<file path="src/srw_pkg.sv">
// srw_pkg: constants for the supervisor reset and watchdog block
// assumes a 200 MHz system clock and an analog comparator outside
// How it works
// - reset pulses on power-up, supply loss, and watchdog expiry.
// - pulse lasts nominally 200 ms; polarity low or high by variant.
// - rising supply past trip level holds reset one pulse, then releases.
// - supply below trip level keeps reset asserted as long as it stays low.
// - constant activity input level beyond timeout, nominally 1.6 s, fires reset.
// - end of a watchdog reset restarts a fresh timeout interval.
// - input held steady gives reset every timeout plus pulse, about 1.8 s.
// - floating input is a third level; moves to or from it count.
package srw_pkg;
    // -----------------------------------------------------------------
    // timing
    // -----------------------------------------------------------------
    localparam int unsigned CLK_MHZ = 200;
    localparam int unsigned PULSE_MS = 200;
    localparam int unsigned TIMEOUT_MS = 1600;
    localparam int unsigned CYC_PER_MS = CLK_MHZ * 1000;
    localparam int unsigned PULSE_CYC = PULSE_MS * CYC_PER_MS;
    localparam int unsigned TIMEOUT_CYC = TIMEOUT_MS * CYC_PER_MS;
    localparam int CNT_W = 32;
    // -----------------------------------------------------------------
    // activity input levels
    // -----------------------------------------------------------------
    localparam logic [1:0] LVL_LOW = 2'h0;
    localparam logic [1:0] LVL_MID = 2'h1;
    localparam logic [1:0] LVL_HIGH = 2'h2;
    localparam logic [2:0] SYNC_RST = 3'h0;
    localparam logic [CNT_W-1:0] CNT_ZERO = 32'h0;
    localparam logic [CNT_W-1:0] CNT_ONE = 32'h1;
endpackage : srw_pkg

</file>
<file path="src/srw_sync3.sv">
// srw_sync3: three-stage synchroniser with agreement filter
// assumes input is asynchronous to the clock
`timescale 1ns/100ps
module srw_sync3
    import srw_pkg::*;
(
    input wire logic SYS_CLK,
    input wire logic RST,
    input wire logic ASYNC_IN,
    output logic SYNC_OUT
);
    logic [2:0] sh_q;
    logic out_q;
    // -----------------------------------------------------------------
    // shift and agree
    // -----------------------------------------------------------------
    always_ff @(posedge SYS_CLK or posedge RST) begin
        if (RST) begin
            sh_q <= SYNC_RST;
        end else begin
            sh_q <= {sh_q[1:0], ASYNC_IN};
        end
    end
    always_ff @(posedge SYS_CLK or posedge RST) begin
        if (RST) begin
            out_q <= 1'b0;
        end else if (sh_q[1] == sh_q[2]) begin
            out_q <= sh_q[2];
        end
    end
    assign SYNC_OUT = out_q;
endmodule : srw_sync3

</file>
<file path="src/srw_top.sv">
// srw_top: reset pulse generator and watchdog of a supply supervisor
// assumes comparator flags for supply and activity input levels
`timescale 1ns/100ps
module srw_top
    import srw_pkg::*;
#(
    parameter logic [CNT_W-1:0] PULSE_DURATION = CNT_W'(PULSE_CYC),
    parameter logic [CNT_W-1:0] SERVICE_TIMEOUT = CNT_W'(TIMEOUT_CYC),
    parameter bit ACTIVE_HIGH = 1'b0
)
(
    input wire logic SYS_CLK,
    input wire logic RST,
    input wire logic SUPPLY_LOW,
    input wire logic ACTIVITY_HI,
    input wire logic ACTIVITY_LO,
    output logic RESET_OUT,
    output logic RESET_ACTIVE,
    output logic WDOG_FIRED
);
    typedef enum logic [1:0] {ST_LOW, ST_PULSE, ST_RUN} srw_state_e;
    srw_state_e state_q;
    logic sup_low;
    logic act_hi;
    logic act_lo;
    logic [1:0] lvl_d;
    logic [1:0] lvl_q;
    logic activity;
    logic [CNT_W-1:0] pulse_cnt_q;
    logic [CNT_W-1:0] wd_cnt_q;
    logic wd_expire;
    logic pulse_done;
    logic rst_q;
    logic wd_fired_q;
    // -----------------------------------------------------------------
    // input synchronisers
    // -----------------------------------------------------------------
    srw_sync3 u_sup (
        .SYS_CLK(SYS_CLK),
        .RST(RST),
        .ASYNC_IN(SUPPLY_LOW),
        .SYNC_OUT(sup_low)
    );
    srw_sync3 u_hi (
        .SYS_CLK(SYS_CLK),
        .RST(RST),
        .ASYNC_IN(ACTIVITY_HI),
        .SYNC_OUT(act_hi)
    );
    srw_sync3 u_lo (
        .SYS_CLK(SYS_CLK),
        .RST(RST),
        .ASYNC_IN(ACTIVITY_LO),
        .SYNC_OUT(act_lo)
    );
    // -----------------------------------------------------------------
    // three-level activity detect
    // -----------------------------------------------------------------
    function automatic logic [1:0] lvl_of(input logic hi, input logic lo);
        if (hi) begin
            lvl_of = LVL_HIGH;
        end else if (lo) begin
            lvl_of = LVL_LOW;
        end else begin
            lvl_of = LVL_MID;
        end
    endfunction : lvl_of
    assign lvl_d = lvl_of(act_hi, act_lo);
    always_ff @(posedge SYS_CLK or posedge RST) begin
        if (RST) begin
            lvl_q <= LVL_MID;
        end else begin
            lvl_q <= lvl_d;
        end
    end
    assign activity = (lvl_d != lvl_q);
    // -----------------------------------------------------------------
    // sequencer
    // -----------------------------------------------------------------
    assign pulse_done = (pulse_cnt_q >= PULSE_DURATION - CNT_ONE);
    assign wd_expire = (wd_cnt_q >= SERVICE_TIMEOUT - CNT_ONE);
    always_ff @(posedge SYS_CLK or posedge RST) begin
        if (RST) begin
            state_q <= ST_LOW;
        end else if (sup_low) begin
            state_q <= ST_LOW;
        end else begin
            unique case (state_q)
                ST_LOW: begin
                    state_q <= ST_PULSE;
                end
                ST_PULSE: begin
                    if (pulse_done) begin
                        state_q <= ST_RUN;
                    end
                end
                ST_RUN: begin
                    if (wd_expire && !activity) begin
                        state_q <= ST_PULSE;
                    end
                end
            endcase
        end
    end
    // -----------------------------------------------------------------
    // counters
    // -----------------------------------------------------------------
    always_ff @(posedge SYS_CLK or posedge RST) begin
        if (RST) begin
            pulse_cnt_q <= CNT_ZERO;
        end else if (state_q != ST_PULSE || sup_low) begin
            pulse_cnt_q <= CNT_ZERO;
        end else begin
            pulse_cnt_q <= pulse_cnt_q + CNT_ONE;
        end
    end
    always_ff @(posedge SYS_CLK or posedge RST) begin
        if (RST) begin
            wd_cnt_q <= CNT_ZERO;
        end else if (state_q != ST_RUN || activity || wd_expire) begin
            wd_cnt_q <= CNT_ZERO;
        end else begin
            wd_cnt_q <= wd_cnt_q + CNT_ONE;
        end
    end
    // -----------------------------------------------------------------
    // outputs
    // -----------------------------------------------------------------
    always_ff @(posedge SYS_CLK or posedge RST) begin
        if (RST) begin
            rst_q <= 1'b1;
        end else begin
            rst_q <= sup_low || (state_q != ST_RUN)
                || (state_q == ST_RUN && wd_expire && !activity);
        end
    end
    always_ff @(posedge SYS_CLK or posedge RST) begin
        if (RST) begin
            wd_fired_q <= 1'b0;
        end else begin
            wd_fired_q <= !sup_low && state_q == ST_RUN
                && wd_expire && !activity;
        end
    end
    assign RESET_OUT = ACTIVE_HIGH ? rst_q : !rst_q;
    assign RESET_ACTIVE = rst_q;
    assign WDOG_FIRED = wd_fired_q;
endmodule : srw_top

</file>
<file path="config.mk">
export PLATFORM = sky130hd
export DESIGN_NAME = srw_top
export DESIGN_NICKNAME = d
export VERILOG_FILES = /design/src/srw_pkg.sv /design/src/srw_sync3.sv /design/src/srw_top.sv
export SDC_FILE = /design/constraint.sdc
export NUM_CORES = 1
export LEC_CHECK = 0
export ABC_AREA = 1
export CAP_MARGIN = 5
export CELL_PAD_IN_SITES_DETAIL_PLACEMENT = 0
export CELL_PAD_IN_SITES_GLOBAL_PLACEMENT = 1
export CORE_MARGIN = 2
export CORE_UTILIZATION = 40
export CTS_BUF_LIST = sky130_fd_sc_hd__clkbuf_8
export CTS_CLUSTER_SIZE = 16
export DETAILED_ROUTE_END_ITERATION = 8
export DONT_BUFFER_PORTS = 1
export GPL_TIMING_DRIVEN = 0
export PLACE_DENSITY = 0.76
export SLEW_MARGIN = 0
export SYNTH_ARGS = -nofsm -noshare
export SYNTH_HDL_FRONTEND = slang
export SYNTH_SLANG_ARGS = --single-unit
export TNS_END_PERCENT = 100
</file>
<file path="constraint.sdc">
create_clock -name SYS_CLK -period 4.35 [get_ports SYS_CLK]
set_input_delay 0.6525 -clock SYS_CLK [delete_from_list [all_inputs] [get_ports SYS_CLK]]
set_output_delay 0.6525 -clock SYS_CLK [all_outputs]
set_load 0.02 [all_outputs]
</file>
Word-level counts from Yosys, hierarchy flattened
Index checks and enable logic that the tools add are counted.
{"block": "op_classes", "reduce_logical": 16, "muxes": 8, "order_cmp": 2, "addsub": 2, "n_eq_ne": 10}
{"cell": "adder 32 x 1 -> 32 bit (second input constant)", "count": 2}
{"cell": "2-to-1 mux 32 bit", "count": 2}
{"cell": "greater-or-equal comparator 32 x 26 -> 1 bit (second input constant)", "count": 1}
{"cell": "greater-or-equal comparator 32 x 29 -> 1 bit (second input constant)", "count": 1}
{"cell": "2-to-1 mux 2 bit", "count": 4}
{"cell": "logical AND 1 bit", "count": 6}
{"cell": "inequality test 3 x 2 -> 1 bit (second input constant)", "count": 2}
{"cell": "case mux 2 bit (3 select lines)", "count": 1}
{"cell": "logical OR 1 bit", "count": 5}
{"cell": "== test 1 bit", "count": 3}
{"cell": "logical NOT 1 bit", "count": 3}
{"cell": "== test 2 x 1 -> 1 bit (second input constant)", "count": 1}
{"cell": "== test 2 bit (second input constant)", "count": 1}
{"cell": "logical NOT 2 bit", "count": 1}
{"cell": "inequality test 2 x 1 -> 1 bit (second input constant)", "count": 1}
{"cell": "inequality test 2 bit", "count": 1}
{"cell": "inequality test 2 bit (second input constant)", "count": 1}
{"cell": "AND reduction 2 bit", "count": 1}
{"cell": "2-to-1 mux 1 bit", "count": 1}
{"block": "totals", "out_inout_bits": 3, "regBits": 82, "word_cells": 50, "in_bits": 5}

Logic depth before layout (Yosys ltp)
{"block": "logic_depth", "depth_word": 8, "depth_mapped": 13}

Modules after synthesis
A second synthesis with hierarchy kept.
{"block": "hier_totals", "cells_unflattened": 553, "hier_area_um2": 4345.4}
{"module": "srw_top", "cells_per_inst": 526, "area_each_um2": 3985.1, "instances": 1}
{"module": "srw_sync3", "cells_per_inst": 9, "area_each_um2": 120.1, "instances": 3}

Least setup slack after synthesis
No wires, ideal clock.
{"block": "synth_path", "path_type": "register -> register", "start": "reg wd_cnt_q[0]", "end": "reg wd_cnt_q[15]", "slack_ps": 2818, "setup_time_ps": 80, "arrival_ps": 1452, "n_path_buf": 1, "path_stages_with_launch": 12, "required_time_ps": 4270, "synth_period_minus_slack_ps": 1532, "path_cell_list": "dfrtp_1 -> ha_1 -> nand2_1 -> nor2_2 -> nand2_2 -> inv_2 -> nand2_2 -> nand2_2 -> nand2_2 -> nand4_4 -> buf_8 -> nor3_4"}
{"block": "synth_via", "elab_chain_cells": 3, "word_cells_on_any_way": 4, "cone_classes": "add/sub (1); order compare (1); mux (1); reduce/logical (1)"}
{"element": "start: declaration", "line_no": "srw_top.sv:30", "rtl": "logic [CNT_W-1:0] wd_cnt_q;"}
{"element": "start signal: assignment", "line_no": "srw_top.sv:123", "rtl": "wd_cnt_q <= wd_cnt_q + CNT_ONE;"}
{"element": "greater-or-equal comparator 32 x 29 -> 1 bit", "line_no": "srw_top.sv:81", "rtl": "assign wd_expire = (wd_cnt_q >= SERVICE_TIMEOUT - CNT_ONE);"}
{"element": "logical OR 1 bit", "line_no": "srw_top.sv:120", "rtl": "end else if (state_q != ST_RUN || activity || wd_expire) begin"}
{"element": "2-to-1 mux 32 bit *", "line_no": "srw_top.sv:120"}
Every way passes the cells marked *; elsewhere a longest branch is shown, timed or not.
A chain may end at the register's enable or synchronous reset.

Final worst setup path
{"block": "layout_path", "start": "reg pulse_cnt_q[0]", "end": "reg state_q[0]"}
{"block": "layout_via", "elab_chain_cells": 3}
{"element": "start: declaration", "line_no": "srw_top.sv:29", "rtl": "logic [CNT_W-1:0] pulse_cnt_q;"}
{"element": "start signal: assignment", "line_no": "srw_top.sv:114", "rtl": "pulse_cnt_q <= pulse_cnt_q + CNT_ONE;"}
{"element": "greater-or-equal comparator 32 x 26 -> 1 bit", "line_no": "srw_top.sv:80", "rtl": "assign pulse_done = (pulse_cnt_q >= PULSE_DURATION - CNT_ONE);"}
{"element": "inequality test 3 x 2 -> 1 bit (no source line)"}
{"element": "AND reduction 2 bit (no source line)"}
{"element": "end signal: assignment", "line_no": "srw_top.sv:84", "rtl": "state_q <= ST_LOW;"}
{"element": "end signal: assignment", "line_no": "srw_top.sv:86", "rtl": "state_q <= ST_LOW;"}
{"element": "end signal: assignment", "line_no": "srw_top.sv:90", "rtl": "state_q <= ST_PULSE;"}
{"element": "end: declaration", "line_no": "srw_top.sv:22", "rtl": "srw_state_e state_q;"}
Every way passes these cells.

==> qor.yml <==
clocking:
  postCtsSetupBuffers: 0
  htree_num_levels: 3
  post_cts_resized: 0
  path_clk_slew_ns: 0.08
  hold_buffers: 0
  cts_buffer_depth: 2
  cts_tree: "built"
  clock_latency_ns: 0.36
  cts_buffers: 9
  cts_sinks: 82
  cts_root_buf: "clkbuf_8"
timing:
  final.setup.tns_ns: 0
  fmax_mhz: 558
  post-route-period-util_pct: 41.2
  setup_viol: 0
  slew_headroom_pct: 61.6
  hold-worst-slack_ns: 0.168
  hold_violations: 0
  period_minus_slack_ns: 1.79
  max_slew.worst_pin.slew_ns: 0.576
  slew_violations: 0
  rsz0062_at_grt: "false"
  finalClockSkew_ns: 0.00900
synthesis:
  synthSimpleGateAreaFrac_pct: 35.6
  yosysSeqAreaShare_pct: 46.3
  synth_seq_cells: 82
  synth_compound_area_share_pct: 5.36
  synth_area_leaders: "dfrtp_1 (45%), nor2_1 (8.9%), nand2_1 (8.5%)"
  async_reset_ff_share_pct: 100
  ys_warn_count: 0
  synth_xor_area_share_pct: 5.33
  synth_edf_count: 0
  syn_inst: 545
  synth_area_um2: 4430
  muxShareOfSynthArea_pct: 0
  yosysUniqueCellTypes: 39
  synth_area_leader_cell: "dfrtp_1"
  synth_top_family_by_area: "simple AND/OR/NAND/NOR gates"
  yosys_most_used_dff: "dfrtp_1"
  synth_top_area_share_pct: 45.1
  synthAdderAreaFrac_pct: 1.24
  syn_avg_cell_area_um2: 8.14
setup_path:
  required_ns: 4.61
  worstPathBufferInverterCount: 2
  crit_path_cell_trace: "ha_1 -> nand2_2 -> nor2_4 -> inv_1 -> nor2_2 -> nand2_1 -> nand2_1 -> a21oi_1 -> o21ai_1 -> inv_1"
  cp-start-kind: "flip-flop"
  reg2reg_slack_ns: 2.56
  worst_r2r_endpoint: "state_q[0]"
  crit_type: "flip-flop to flip-flop"
  crit_arrival_ns: 2.05
  end_kind: "flip-flop"
  slowest_stage: "dfrtp_1"
  cp_max_fo: 6
  reg2reg_from: "pulse_cnt_q[0]"
  path_delay_family: "simple AND/OR/NAND/NOR gates"
  slowest_delay_ns: 0.44
  ff2ff_path_depth: 10
grt:
  grt_pass1_vias: 3376
  overflow: 0
  antenna_found_initial: 0
  grt_pass1_wl_um: 16400
  grtUsageTotal_pct: 17.8
  grt_start_max_net_pins: 51
routing:
  drt-initial-drc-count: 210
  routed_wl_um: 9450
  drcViolationCount: 0
  wl_per_cell_um: 13.4
  vias: 3453
  drtPass1Iterations: 4
  via_per_inst: 4.90
  ant_nets: 0
pwr:
  p_per_area_nw_per_um2: 312
  ir_worst_vdd_mv: 0.139
  p_leak_nw: 1.96
die:
  coreArea_um2: 10800
  dieHeight_um: 109
  die_area_um2: 11900
  start_util_pct: 40.9
  boundaryPins: 8
  rows: 38
  die_w_um: 109
placed_design:
  dp_hpwl_um: 7050
  place.gp.congestion: 0.878
  io_buffers: 0
final_layout:
  fillers: 1108
  area_growth_pct: 9.26
  final_cell_mix: "nor2_1 (105), nand2_1 (101), dfrtp_1 (80)"
  final_common_cell: "nor2_1"
  post_route_cells_drive_above_1_share_pct: 14.9
  nets: 566
  antenna_cells: 0
flow_run:
  max_cap_viol_count: 0
worst_hold_path:
  hold_class: "input pin to asynchronous set/reset pin"
status:
  status: "completed"
-- how the worst max path moves through the flow --
| stage | end | slack (ns) | cells past startpoint | from |
|---|---|---|---|---|
| final | state_q[0] | 2.56 | 10 | pulse_cnt_q[0] |
| after global routing | state_q[0] | 2.42 | 10 | pulse_cnt_q[0] |
| after CTS | state_q[0] | 2.56 | 10 | pulse_cnt_q[0] |
| after detailed placement | state_q[0] | 2.58 | 10 | pulse_cnt_q[0] |
| after global placement | pulse_cnt_q[23] | 0.59 | 1 | RST |
| after floorplan | WDOG_FIRED | 1.59 | 1 | RST |
-- power by group --
part           switching [W]  internal, W
combinational       0.000102    0.0000347
sequential         0.0000211     0.000789
clock               0.000274     0.000290
-- metrics by stage --
stage / instance area, um^2 / total power (W) / utilization, % / instances / setup WS (ns)
after CTS: 4840 / 0.00154 / 44.7 / 704 / 2.56
after global routing: 4840 / 0.00160 / 44.7 / 704 / 2.42
after global placement: 4620 / 0.000960 / 42.6 / 687 / 0.593
final: 4840 / 0.00151 / 44.7 / 704 / 2.56
after floorplan: 4440 / 0.000921 / - / 547 / 1.59
after detailed placement: 4650 / 0.000967 / 42.9 / 688 / 2.58
-- sequential cells by signal, summed over array words and instances (netlist names), 2 cells and up --
signal / count
lvl_q: 2
u_lo.sh_q: 3
u_hi.sh_q: 3
pulse_cnt_q: 32
state_q: 2
u_sup.sh_q: 3
wd_cnt_q: 32
-- cell families after synthesis --
group	Yosys count
buffers and inverters	66
other	1
AOI/OAI and AO/OA	42
adders and majority gates	5
DFF	82
and+or+nand+nor	322
xor gates and xnor gates	27
-- area by class of cell --
| cell class | instances | area [um^2] | area share, % |
|---|---|---|---|
| buffer | 7 | 46.3 | 0.956 |
| clock buffer | 11 | 151 | 3.12 |
| clock inverter | 5 | 46.3 | 0.956 |
| inverter | 59 | 224 | 4.62 |
| multi-input combinational | 399 | 2120 | 43.7 |
| sequential | 82 | 2050 | 42.4 |
| tap | 140 | 175 | 3.62 |
| timing repair buffer | 1 | 27.5 | 0.568 |
-- Yosys cell counts, types with 3 or more instances --
master,instances
nor2_1,105
nand2_1,101
dfrtp_1,80
inv_1,51
nand3_1,27
nor3_1,22
a21oi_1,18
xor2_1,17
o21ai_0,15
nand2_2,14
nor2_2,14
nand4_1,11
xnor2_1,10
inv_2,8
nor3_2,6
nor2_4,5
clkbuf_1,4
nor3_4,4
a21oi_2,3
maj3_1,3
-- routing by layer --
metal / global-route usage [%] / share of wire (%) / vias to the layer above / routed length (um)
li1: - / - / 1760 / -
met1: 25.9 / 52 / 1623 / 4910
met2: 26.3 / 43 / 55 / 4070
met3: 3.32 / 3.1 / 15 / 292
met4: 6.78 / 1.8 / 0 / 174
met5: 0 / 0 / - / 0
(Power assumes the default switching activity.)
